[config.mk]
export PLATFORM = sky130hd
export DESIGN_NAME = pts_slave_sync
export DESIGN_NICKNAME = d
export VERILOG_FILES = /design/src/hw/pts_pkg.sv /design/src/hw/pts_div.sv /design/src/hw/pts_slave_sync.sv
export SDC_FILE = /design/constraint.sdc
export NUM_CORES = 2
export LEC_CHECK = 0
export BUFFER_PORTS_ARGS = -buffer_cell sky130_fd_sc_hd__buf_2
export CORE_MARGIN = 2
export CORE_UTILIZATION = 50
export DETAILED_ROUTE_END_ITERATION = 8
export PLACE_DENSITY = 0.67
export SLEW_MARGIN = 30
export SYNTH_ARGS = -nofsm -noshare
export SYNTH_HDL_FRONTEND = slang
export SYNTH_SLANG_ARGS = --single-unit
[constraint.sdc]
create_clock -name i_core_clk -period 73 [get_ports i_core_clk]
set_input_delay 10.95 -clock i_core_clk [delete_from_list [all_inputs] [get_ports i_core_clk]]
set_output_delay 10.95 -clock i_core_clk [all_outputs]
set_load 0.01 [all_outputs]
[src/hw/pts_pkg.sv]
// Constants, carriers and helpers for the two-step slave time sync block.
// Assumes a message parser upstream that delivers decoded PTP fields as one-cycle strobes.
package pts_pkg;
    localparam int TS_W = 64;                  // Timestamp width, signed nanoseconds
    localparam int CORR_W = 64;                // Correction field width
    localparam int DRIFT_FRAC = 32;            // Fraction bits of the drift ratio
    localparam int CLK_HZ = 20_000_000;        // Core clock rate
    localparam int SYNC_TIMEOUT_S = 1;         // Longest allowed gap between Syncs
    localparam int SYNC_TIMEOUT_CYC = SYNC_TIMEOUT_S * CLK_HZ; // Cycles, rounded down
    localparam int DIV_STEPS = TS_W + DRIFT_FRAC; // Iterations of the serial divider

    // Codes of the decoded message kinds
    typedef enum logic [2:0] {
        PTS_MSG_SYNC = 3'h0,
        PTS_MSG_FOLLOW = 3'h1,
        PTS_MSG_DREQ = 3'h2,
        PTS_MSG_DRESP = 3'h3,
        PTS_MSG_OTHER = 3'h4
    } pts_msg_type;

    // One parsed message from the port
    typedef struct packed {
        pts_msg_type kind;                     // Message kind
        logic two_step;                        // Two-step flag from the header
        logic signed [CORR_W-1:0] corr;        // Correction field, ns
        logic signed [TS_W-1:0] ts;            // Carried origin/receive timestamp
        logic signed [TS_W-1:0] hw_ts;         // Local hardware timestamp of the event
    } pts_msg_type_s_type;

    // Computed results
    typedef struct packed {
        logic signed [TS_W-1:0] delay;         // Mean path delay
        logic signed [TS_W-1:0] offset;        // Slave minus master
        logic signed [TS_W-1:0] drift;         // Ratio, DRIFT_FRAC fraction bits
    } pts_result_type;

    // Signed arithmetic right shift by one (halving)
    function automatic logic signed [TS_W-1:0] pts_half(input logic signed [TS_W:0] v);
        pts_half = v[TS_W:1];
    endfunction
endpackage

[src/hw/pts_div.sv]
// Serial signed divider producing a fixed-point quotient.
// Assumes operands are held stable from start until done.
module pts_div (
    input wire logic i_clk,                          // Core clock
    input wire logic i_rst_n,                        // Synchronised reset, active low
    input wire logic i_start,                        // Pulse to begin
    input wire logic signed [pts_pkg::TS_W-1:0] i_num, // Numerator
    input wire logic signed [pts_pkg::TS_W-1:0] i_den, // Denominator
    output logic o_done,                             // One-cycle completion pulse
    output logic signed [pts_pkg::TS_W-1:0] o_quot   // Quotient, fraction bits per package
);
    import pts_pkg::*;
    localparam int W = TS_W + DRIFT_FRAC;
    logic [W-1:0] rem_q, rem_d;           // Partial remainder
    logic [W-1:0] num_q, num_d;           // Shifting numerator
    logic [W-1:0] quo_q, quo_d;           // Growing quotient
    logic [6:0] cnt_q, cnt_d;             // Steps left
    logic neg_q, neg_d;                   // Result sign
    logic busy_q, busy_d;                 // Running
    logic done_q, done_d;                 // Completion pulse
    logic [TS_W-1:0] den_abs;             // Magnitude of divisor
    logic [W-1:0] trial;                  // Remainder after shift

    assign den_abs = i_den[TS_W-1] ? TS_W'(-i_den) : TS_W'(i_den);

    // Restoring division, one bit per cycle; slow but tiny
    always_comb begin
        rem_d = rem_q;
        num_d = num_q;
        quo_d = quo_q;
        cnt_d = cnt_q;
        neg_d = neg_q;
        busy_d = busy_q;
        done_d = 1'b0;
        trial = {rem_q[W-2:0], num_q[W-1]};
        if (i_start) begin
            // Numerator scaled up by the fraction bits
            rem_d = '0;
            num_d = {(i_num[TS_W-1] ? TS_W'(-i_num) : TS_W'(i_num)), DRIFT_FRAC'(0)};
            quo_d = '0;
            cnt_d = 7'(DIV_STEPS);
            neg_d = i_num[TS_W-1] ^ i_den[TS_W-1];
            busy_d = 1'b1;
        end else if (busy_q) begin
            num_d = {num_q[W-2:0], 1'b0};
            if (trial >= W'(den_abs)) begin
                rem_d = trial - W'(den_abs);
                quo_d = {quo_q[W-2:0], 1'b1};
            end else begin
                rem_d = trial;
                quo_d = {quo_q[W-2:0], 1'b0};
            end
            cnt_d = cnt_q - 7'h01;
            if (cnt_q == 7'h01) begin
                busy_d = 1'b0;
                done_d = 1'b1;
            end
        end
    end

    // State registers
    always_ff @(posedge i_clk or negedge i_rst_n) begin
        if (!i_rst_n) begin
            rem_q <= '0;
            num_q <= '0;
            quo_q <= '0;
            cnt_q <= 7'h00;
            neg_q <= 1'b0;
            busy_q <= 1'b0;
            done_q <= 1'b0;
        end else begin
            rem_q <= rem_d;
            num_q <= num_d;
            quo_q <= quo_d;
            cnt_q <= cnt_d;
            neg_q <= neg_d;
            busy_q <= busy_d;
            done_q <= done_d;
        end
    end

    assign o_done = done_q;
    assign o_quot = neg_q ? TS_W'(-quo_q[TS_W-1:0]) : quo_q[TS_W-1:0];
endmodule // pts_div

[src/hw/pts_slave_sync.sv]
// Two-step end-to-end PTP slave: timestamp collection and delay/offset/drift computation.
// Assumes an upstream parser that strobes each decoded message with its hardware timestamp.
module pts_slave_sync (
    input wire logic i_core_clk,                      // 20 MHz core clock
    input wire logic i_nrst,                          // Async reset, active low
    input wire logic i_msg_vld,                       // Parsed message strobe
    input wire pts_pkg::pts_msg_type_s_type i_msg,    // Parsed message fields
    input wire logic i_dreq_sent,                     // Delay request left the port
    input wire logic signed [pts_pkg::TS_W-1:0] i_dreq_ts, // Its hardware transmit time
    input wire logic i_is_slave,                      // Best-master selection says slave
    output logic o_dreq_go,                           // Pulse: send a delay request
    output logic o_res_vld,                           // Pulse: new delay and offset
    output pts_pkg::pts_result_type o_res,            // Results
    output logic o_drift_vld,                         // Pulse: new drift
    output logic o_unsup,                             // Sticky: unsupported form seen
    output logic o_sync_lost                          // Level: Sync gap too long
);
    import pts_pkg::*;

    // Exchange progress, Gray-coded from idle through to calc; the return to idle flips two bits
    typedef enum logic [2:0] {
        ST_IDLE = 3'b000,
        ST_FOLLOW = 3'b001,
        ST_SEND = 3'b011,
        ST_DRESP = 3'b010,
        ST_CALC = 3'b110
    } pts_state_type;

    logic rst_s1_q, rst_s2_q;                         // Reset release synchroniser
    logic rst_n;                                      // Synchronised reset
    pts_state_type st_q, st_d;                        // Exchange state
    logic signed [TS_W-1:0] t1_q, t1_d;               // Master Sync transmit time
    logic signed [TS_W-1:0] t2_q, t2_d;               // Local Sync receive time
    logic signed [TS_W-1:0] t3_q, t3_d;               // Local delay request transmit
    logic signed [TS_W-1:0] t4_q, t4_d;               // Master delay request receive
    logic signed [CORR_W-1:0] cms_q, cms_d;           // Sync plus follow-up correction
    logic signed [CORR_W-1:0] csm_q, csm_d;           // Delay response correction
    logic signed [TS_W-1:0] pt1_q, pt1_d;             // Previous t1
    logic signed [TS_W-1:0] pt2_q, pt2_d;             // Previous t2
    logic have_prev_q, have_prev_d;                   // A previous pair exists
    logic go_q, go_d;                                 // Delay request pulse
    logic rv_q, rv_d;                                 // Result pulse
    pts_result_type res_q, res_d;                     // Result store
    logic unsup_q, unsup_d;                           // Unsupported form flag
    logic [31:0] gap_q, gap_d;                        // Cycles since last Sync
    logic lost_q, lost_d;                             // Sync timeout flag
    logic div_start_q, div_start_d;                   // Launch drift divide
    logic signed [TS_W-1:0] dm_q, dm_d;               // Master interval
    logic signed [TS_W-1:0] dsd_q, dsd_d;             // Slave minus master interval
    logic div_done;                                   // Divider finished
    logic signed [TS_W-1:0] div_quot;                 // Divider result
    logic signed [TS_W:0] tms;                        // Corrected master-to-slave interval
    logic signed [TS_W:0] tsm;                        // Corrected slave-to-master interval
    logic sync_in, fol_in, resp_in;                   // Message strobes by kind

    // Reset is released through two flops; assertion stays asynchronous
    always_ff @(posedge i_core_clk or negedge i_nrst) begin
        if (!i_nrst) begin
            rst_s1_q <= 1'b0;
            rst_s2_q <= 1'b0;
        end else begin
            rst_s1_q <= 1'b1;
            rst_s2_q <= rst_s1_q;
        end
    end
    assign rst_n = rst_s2_q;

    assign sync_in = i_msg_vld && i_is_slave && i_msg.kind == PTS_MSG_SYNC;
    assign fol_in = i_msg_vld && i_is_slave && i_msg.kind == PTS_MSG_FOLLOW;
    assign resp_in = i_msg_vld && i_is_slave && i_msg.kind == PTS_MSG_DRESP;

    // Signed intervals with corrections removed; one extra bit stops overflow before halving
    assign tms = (TS_W+1)'(t2_q) - (TS_W+1)'(t1_q) - (TS_W+1)'(cms_q);
    assign tsm = (TS_W+1)'(t4_q) - (TS_W+1)'(t3_q) - (TS_W+1)'(csm_q);

    // Exchange sequencer and arithmetic
    always_comb begin
        st_d = st_q;
        t1_d = t1_q;
        t2_d = t2_q;
        t3_d = t3_q;
        t4_d = t4_q;
        cms_d = cms_q;
        csm_d = csm_q;
        pt1_d = pt1_q;
        pt2_d = pt2_q;
        have_prev_d = have_prev_q;
        go_d = 1'b0;
        rv_d = 1'b0;
        res_d = res_q;
        unsup_d = unsup_q;
        div_start_d = 1'b0;
        dm_d = dm_q;
        dsd_d = dsd_q;
        // One-step Sync is outside the supported form; flag and ignore it
        if (sync_in && !i_msg.two_step) begin
            unsup_d = 1'b1;
        end
        // A role change abandons the exchange in flight
        if (!i_is_slave) begin
            st_d = ST_IDLE;
        end else begin
            unique case (st_q)
                ST_IDLE: begin
                    // Hardware receive stamp of the event message is t2
                    if (sync_in && i_msg.two_step) begin
                        t2_d = i_msg.hw_ts;
                        cms_d = i_msg.corr;
                        st_d = ST_FOLLOW;
                    end
                end
                ST_FOLLOW: begin
                    // Precise t1 arrives in the follow-up general message
                    if (fol_in) begin
                        t1_d = i_msg.ts;
                        cms_d = cms_q + i_msg.corr;
                        go_d = 1'b1;
                        st_d = ST_SEND;
                    end else if (sync_in && i_msg.two_step) begin
                        t2_d = i_msg.hw_ts; // Missed follow-up: restart on newer Sync
                        cms_d = i_msg.corr;
                    end
                end
                ST_SEND: begin
                    // Own transmit stamp of the delay request is t3
                    if (i_dreq_sent) begin
                        t3_d = i_dreq_ts;
                        st_d = ST_DRESP;
                    end
                end
                ST_DRESP: begin
                    // Master receive time t4 with residence correction
                    if (resp_in) begin
                        t4_d = i_msg.ts;
                        csm_d = i_msg.corr;
                        st_d = ST_CALC;
                    end else if (sync_in && i_msg.two_step) begin
                        t2_d = i_msg.hw_ts; // Lost response: start over
                        cms_d = i_msg.corr;
                        st_d = ST_FOLLOW;
                    end
                end
                ST_CALC: begin
                    res_d.delay = pts_half(tms + tsm);
                    res_d.offset = pts_half(tms - tsm);
                    rv_d = 1'b1;
                    // Drift from this pair and the previous one
                    if (have_prev_q && t1_q != pt1_q) begin
                        dm_d = t1_q - pt1_q;
                        dsd_d = (t2_q - pt2_q) - (t1_q - pt1_q);
                        div_start_d = 1'b1;
                    end
                    pt1_d = t1_q;
                    pt2_d = t2_q;
                    have_prev_d = 1'b1;
                    st_d = ST_IDLE;
                end
            endcase
        end
        if (div_done) begin
            res_d.drift = div_quot;
        end
    end

    // Sync gap watchdog; the master must send one per second
    always_comb begin
        gap_d = gap_q;
        lost_d = lost_q;
        if (sync_in) begin
            gap_d = 32'h0000_0000;
            lost_d = 1'b0;
        end else if (gap_q >= 32'(SYNC_TIMEOUT_CYC - 1)) begin
            lost_d = 1'b1;
        end else begin
            gap_d = gap_q + 32'h0000_0001;
        end
    end

    // Registers of the sequencer and watchdog
    always_ff @(posedge i_core_clk or negedge rst_n) begin
        if (!rst_n) begin
            st_q <= ST_IDLE;
            t1_q <= '0;
            t2_q <= '0;
            t3_q <= '0;
            t4_q <= '0;
            cms_q <= '0;
            csm_q <= '0;
            pt1_q <= '0;
            pt2_q <= '0;
            have_prev_q <= 1'b0;
            go_q <= 1'b0;
            rv_q <= 1'b0;
            res_q <= '0;
            unsup_q <= 1'b0;
            div_start_q <= 1'b0;
            dm_q <= '0;
            dsd_q <= '0;
            gap_q <= 32'h0000_0000;
            lost_q <= 1'b0;
            o_drift_vld <= 1'b0;
        end else begin
            st_q <= st_d;
            t1_q <= t1_d;
            t2_q <= t2_d;
            t3_q <= t3_d;
            t4_q <= t4_d;
            cms_q <= cms_d;
            csm_q <= csm_d;
            pt1_q <= pt1_d;
            pt2_q <= pt2_d;
            have_prev_q <= have_prev_d;
            go_q <= go_d;
            rv_q <= rv_d;
            res_q <= res_d;
            unsup_q <= unsup_d;
            div_start_q <= div_start_d;
            dm_q <= dm_d;
            dsd_q <= dsd_d;
            gap_q <= gap_d;
            lost_q <= lost_d;
            o_drift_vld <= div_done;
        end
    end

    // Drift ratio divider; a new exchange takes far longer than the divide
    pts_div u_div (
        .i_clk(i_core_clk),
        .i_rst_n(rst_n),
        .i_start(div_start_q),
        .i_num(dsd_q),
        .i_den(dm_q),
        .o_done(div_done),
        .o_quot(div_quot)
    );

    assign o_dreq_go = go_q;
    assign o_res_vld = rv_q;
    assign o_res = res_q;
    assign o_unsup = unsup_q;
    assign o_sync_lost = lost_q;

    // A delay request is launched only right after a follow-up
    property p_dreq_after_follow;
        @(posedge i_core_clk) disable iff (!rst_n)
        o_dreq_go |-> $past(fol_in) && $past(st_q) == ST_FOLLOW;
    endproperty
    a_dreq_after_follow: assert property (p_dreq_after_follow) else $error("request without follow-up");

    // Captured t3 equals the stamp given with the send strobe
    property p_t3_capture;
        @(posedge i_core_clk) disable iff (!rst_n)
        (st_q == ST_SEND && i_dreq_sent && i_is_slave) |=> t3_q == $past(i_dreq_ts);
    endproperty
    a_t3_capture: assert property (p_t3_capture) else $error("t3 not captured");

    // Delay result is the halved sum
    property p_delay;
        @(posedge i_core_clk) disable iff (!rst_n)
        o_res_vld |-> o_res.delay == pts_half(tms + tsm);
    endproperty
    a_delay: assert property (p_delay) else $error("delay wrong");
    // Delay minus offset gives back the slave-to-master leg exactly, whatever the rounding
    property p_offset;
        @(posedge i_core_clk) disable iff (!rst_n)
        o_res_vld |-> (TS_W+1)'(o_res.delay) - (TS_W+1)'(o_res.offset) == tsm;
    endproperty
    a_offset: assert property (p_offset) else $error("offset wrong");
    // One-step Sync sets the unsupported flag next cycle
    property p_unsup;
        @(posedge i_core_clk) disable iff (!rst_n)
        (sync_in && !i_msg.two_step) |=> o_unsup;
    endproperty
    a_unsup: assert property (p_unsup) else $error("one-step not flagged");
    // Leaving slave role returns to idle
    property p_role;
        @(posedge i_core_clk) disable iff (!rst_n)
        !i_is_slave |=> st_q == ST_IDLE;
    endproperty
    a_role: assert property (p_role) else $error("exchange kept without slave role");
    // Drift valid arrives a fixed time after launch
    property p_drift_time;
        @(posedge i_core_clk) disable iff (!rst_n)
        div_start_q |-> ##[96:98] o_drift_vld;
    endproperty
    a_drift_time: assert property (p_drift_time) else $error("drift late");
    // Follow-up correction adds onto the Sync correction before it is removed
    property p_corr;
        @(posedge i_core_clk) disable iff (!rst_n)
        (st_q == ST_FOLLOW && fol_in) |=> cms_q == $past(cms_q) + $past(i_msg.corr);
    endproperty
    a_corr: assert property (p_corr) else $error("correction not accumulated");
    // Sync timeout flag only after the full gap
    property p_lost;
        @(posedge i_core_clk) disable iff (!rst_n)
        $rose(o_sync_lost) |-> gap_q == 32'(SYNC_TIMEOUT_CYC - 1);
    endproperty
    a_lost: assert property (p_lost) else $error("sync loss early");
endmodule // pts_slave_sync

# Yosys cells after proc, flatten, opt, wreduce, memory -nomap -nowiden
# Cells that the tools add are included.
[classes] multipliers=0 n_div=0 mux=45 n_shift=0 reduce_logical=21 n_addsub=16 magnitude_cmp=2 eq_ne=13 bitwise_logic=1
[op_table] op="$mux W64" n=11
[op_table] op="$pmux W64 S3" n=2
[op_table] op="$mux W95" n=3
[op_table] op="$mux W96" n=2
[op_table] op="$neg A64 Y64" n=3
[op_table] op="$sub A64 B64 Y64" n=3
[op_table] op="$sub A64 B64 Y65" n=2
[op_table] op="$sub A65 B64 Y65" n=2
[op_table] op="$ge A96 B64 Y1" n=1
[op_table] op="$sub A95 B64 Y95" n=1
[op_table] op="$add A65 B65 Y65" n=1
[op_table] op="$sub A65 B65 Y65" n=1
[op_table] op="$add A64 B64 Y64" n=1
[op_table] op="$mux W32" n=2
[op_table] op="$ne A64 B64 Y1" n=1
[op_table] op="$add A32 B1 Y32 const B" n=1
[op_table] op="$ge A32 B25 Y1 const B" n=1
[op_table] op="$mux W1" n=17
[op_table] op="$mux W3" n=5
[op_table] op="$pmux W3 S5" n=1
[op_table] op="$reduce_and A3 Y1" n=5
[op_table] op="$mux W7" n=2
[op_table] op="$eq A3 B2 Y1 const B" n=3
[op_table] op="$eq A7 B1 Y1 const B" n=1
[op_table] op="13 further kinds" n=26
[word_totals] in_bits=265 reg_bits=1141 mem_bits_rw=0 romBits=0 latch_bits=0 wordCells=129 n_memories=0

# Longest topological paths before layout
[logic_depth] ltp_word=7 ltp_mapped=35

# Cells and area by module
# From an unflattened synthesis, not the netlist that was laid out.
[unflattened] cells_unflattened=9578 area_unflattened_um2=81580.7
[by_module_without_submodules] module="pts_slave_sync" n_inst=1 seq_area_each_um2=21921.0 area_per_inst_um2=62060.8 cells_per_inst=7152
[by_module_without_submodules] module="pts_div" n_inst=1 seq_area_each_um2=5830.6 area_per_inst_um2=19520.0 cells_per_inst=2426

# Worst setup path before layout
# No wires, ideal clock.
[synth_timing] path_kind="in2reg" from="input port i_msg[134] (netlist bit)" to="register cms_q[61]" stages=15 arrival_time_ns=14.001 n_path_buf=0 setup_ns=0.070 t_required_ns=72.930 path_slack_ns=58.929 path_cell_list="ha_1 > and4_1 > and2_1 > a221o_1 > nand3_1 > a31oi_1 > a31oi_1 > nor4_1 > o211ai_1 > nand2_1 > nand2_1 > o21ai_0 > a21oi_1 > or4b_2 > nand3_1"
[synth_via] elab_chain_len=3
[synth_rtl] item="start, declared" line="pts_slave_sync.sv:7" source="input wire pts_pkg::pts_msg_type_s_type i_msg,"
[synth_rtl] item="$add A64 B64 Y64" line="pts_slave_sync.sv:116" source="cms_d = cms_q + i_msg.corr;"
[synth_rtl] item="$mux W64" line="pts_slave_sync.sv:114" source="if (fol_in) begin"
[synth_rtl] item="$pmux W64 S3" line="pts_slave_sync.sv:103" source="unique case (st_q)"
[synth_rtl] item="end signal, assigned" line="pts_slave_sync.sv:208" source="cms_q <= cms_d;"
[synth_rtl] item="end, declared" line="pts_slave_sync.sv:36" source="logic signed [CORR_W-1:0] cms_q, cms_d;"
# Every way passes these cells.
# A chain may end at the register's enable or synchronous reset.

# Final worst setup path
[layout_timing] from="input port i_msg[135] (netlist bit)" to="register cms_q[61]"
# The elaborated chain is that of the path after synthesis.

==> key figures <==
Detailed routing
  • DRT iter0 DRCs: roughly 5,300
  • Drt drc: 0
  • 1st-pass router iterations: 6
  • Vias per cell: ~5.8
  • Total wire length: between 200,000 and 250,000 um
  • Routed wire per std cell: around 21 um
  • Vias: around 67,000
  • Post-route ant nets: 0

Run
  • Max cap viols: 0

Worst hold path
  • Hold crit path type: register to async pin

Timing
  • Fin crit period: between 10 and 15 ns
  • Slew @ Worst Pin: ~1 ns
  • Layout Skew: 0.03536 ns
  • Fmax: 68.29 MHz
  • TNS Setup: 0 ns
  • Worst rel slew slack: 0.3197
  • Pins Over Slew Limit: 0
  • # setup viols final: 0
  • Final Hold Viols: 0
  • Fin crit share: 0.2006
  • Unrepaired setup endpoints after global routing: false
  • Hold_ws: ~0.36 ns

Clocking
  • Postcts setup bufs: 0
  • CTS tree: done
  • Worst-path clk slew: around 0.060 ns
  • Total CTS buffers: 135
  • Max Root-Sink Buffers: 3
  • Post-CTS sizing: 0
  • CTS Root Cell: clkbuf_16
  • CTS sink cnt: 1,109
  • H-tree levels: 4
  • Clock latency on the worst-skew pair: around 0.80 ns
  • Hold_buf cts: 0

Global route
  • Tot GR Track Use: 0.2905
  • Vias in the first global route: roughly 66,000
  • Initial antenna violation count: 31
  • Grt ovf: 0
  • First-pass GRT wire length: approximately 370,000 um
  • Largest net degree at the start of global routing: between 150 and 200

Place
  • GP Congestion: 0.9504
  • PortBufs: around 460
  • Placed Area: between 0.08 and 0.09 mm^2
  • Dpl hpwl: around 180,000 um

Cells and area
  • Finished Cell Area: approximately 0.09 mm^2
  • Fill count: 14,530
  • Most common cell after layout, fill and taps aside: nand2_1
  • Most frequent cells in the layout: nand2_1 (1,233), dfrtp_1 (1,102), o21ai_0 (899)
  • Nets: about 10,000
  • Share of cells above drive strength 1: 0.1027
  • Area delta synth->final: 10.76%

Synth
  • Synthesis-stage register bit count: ~1,100
  • Netlist cell types: 85
  • Syn. warnings: 0
  • Post-Syn Area: 0.07966 mm^2
  • Cells after synthesis: approximately 9,200
  • Syn_nets: ~10,000
  • Most used flip-flop cell after synthesis: dfrtp_1
  • Syn_area_per_cell: slightly below 9 um^2
  • EDFF count, synth: 0
  • Async set-or-reset flop fraction in the synthesized netlist: 1.000
  • Register area share after synthesis: 0.3484

Setup path
  • CP Capture Type: register
  • Critical path cell sequence: buf_2 > ha_1 > and4_1 > and2_1 > a221o_1 > nand3_1 > a31oi_1 > a31oi_1 > nor4_1 > o211ai_1 > nand2_1 > nand2_1 > o21ai_0 > a21oi_1 > or4b_2 > nand3_1
  • Worst Path Arrival: ~15 ns
  • Startpoint class of the critical path: primary input
  • Worst reg-to-reg path cell count: 32
  • Crit-path max cell delay: 0.65 ns
  • Worst Path Max Fanout: 5
  • Crit path max-delay cell type: nor4_1
  • Critical path required time: 73.71 ns
  • Kind of critical path: primary input to register

Power
  • LEAKAGE: 41.23 nW
  • Pwr Total: between 2 and 2.5 mW
  • Pwr dens: ~25 mW/mm^2
  • Worst IR Drop VDD: 0.02415 mV

Floorplan
  • Die width: approximately 400 um
  • Starting Density: 0.5030
  • Core ar.: 0.1584 mm^2
  • Row count: around 150
  • IO Count: around 460
  • Area of the die: ~0.16 mm^2
  • Die span in y: 403.2 um

Status
  • Status: finished, final reports clean
## layout make-up
cell class,count,area (um^2),area share
Antenna cell,15,37.54,0.0004254
Inverter,677,2549,0.02889
Tap cell,2072,2592,0.02938
Multi-Input combinational cell,6983,47750,0.5412
Sequential cell,1109,27770,0.3147
Clock buffer,180,3830,0.04341
Timing Repair Buffer,516,2861,0.03243
Clock inverter,66,839.6,0.009515
## critical path: cells and delay by family
kind	cells	cell delay (ns)
buf+inv	1	0.14
fa+ha+maj	1	0.38
compound gates	6	1.66
simple gates	8	2.23
## worst paths after layout
kind	from	endpoint	slack, ns
worst max-delay path	i_msg[135]	cms_q[61]	58.36
worst min-delay path	rst_n	o_res[125]	0.36
worst max register to register	t2_q[0]	o_res[190]	63.83
worst min register to register	rst_n	o_res[125]	0.36
max in group asynchronous	i_nrst	rst_n	62.96
min in group i_core_clk	rst_s1_q	rst_n	0.37
## sequential cells by signal, summed over array words and instances (netlist names), 32 cells and up
register,count
u_div.rem_q,95
t1_q,64
cms_q,64
t3_q,64
pt1_q,64
t4_q,64
dsd_q,64
csm_q,64
gap_q,32
dm_q,64
o_res,192
pt2_q,64
u_div.num_q,64
t2_q,64
u_div.quo_q,64
## per-layer routing
layer | up-vias | part of all wire | track usage
met2 | 1845 | 0.44 | 0.4444
li1 | 32480 | - | -
met5 | - | 0.000029 | 0
met1 | 32540 | 0.48 | 0.4263
met4 | 2 | 0.029 | 0.08811
met3 | 347 | 0.059 | 0.04111
## power breakdown
| part | internal [mW] | switching (mW) |
|---|---|---|
| Sequential | 0.632 | 0.0238 |
| Combinational | 0.310 | 0.551 |
| Clock | 0.416 | 0.290 |
| Total | 1.36 | 0.865 |
## cells in the mapped netlist (49+ instances only)
library cell | number | area, um^2
clkbuf_1 | 410 | 1539
nor2b_1 | 77 | 481.7
or3_1 | 53 | 331.6
xor2_1 | 288 | 2522
nor4_1 | 49 | 306.5
a21oi_1 | 672 | 3363
nor2_1 | 585 | 2196
dfrtp_1 | 1109 | 27750
xnor2_1 | 445 | 3897
nand3_1 | 128 | 640.6
nand2_1 | 1236 | 4639
and3_1 | 54 | 337.8
fa_1 | 196 | 3924
o22ai_1 | 59 | 369.1
a31oi_1 | 64 | 400.4
a21o_1 | 284 | 2132
o21a_1 | 52 | 390.4
o21ai_0 | 899 | 4499
nand2b_1 | 51 | 319.1
nand4_1 | 99 | 619.3
a211oi_1 | 77 | 578.1
nor3_1 | 109 | 545.5
mux2i_1 | 131 | 1311
ha_1 | 519 | 6494
inv_1 | 667 | 2504
o31ai_1 | 86 | 645.6
mux2_2 | 149 | 1678
o21bai_1 | 126 | 945.9
## cell families after synthesis
| kind of cell | count (synthesis) | synth area share |
|---|---|---|
| fa+ha+maj | 715 | 0.1308 |
| flops | 1109 | 0.3484 |
| simple gates | 2594 | 0.1455 |
| xor+xnor | 733 | 0.08059 |
| buf+inv | 1126 | 0.05309 |
| mux | 280 | 0.03752 |
| other cells | 1 | 0.00004707 |
| compound gates | 2660 | 0.2041 |
## stage by stage
stage | instances | setup slack (ns) | utilization
after detailed placement | 11350 | 57.70 | 0.5267
after global routing | 11610 | 58.19 | 0.5570
after floorplan | 9218 | 39.80 | -
after CTS | 11600 | 58.45 | 0.5562
final | 11620 | 58.36 | 0.5571
after global placement | 11350 | 57.66 | 0.5267
Power figures use the tool's default switching activity.
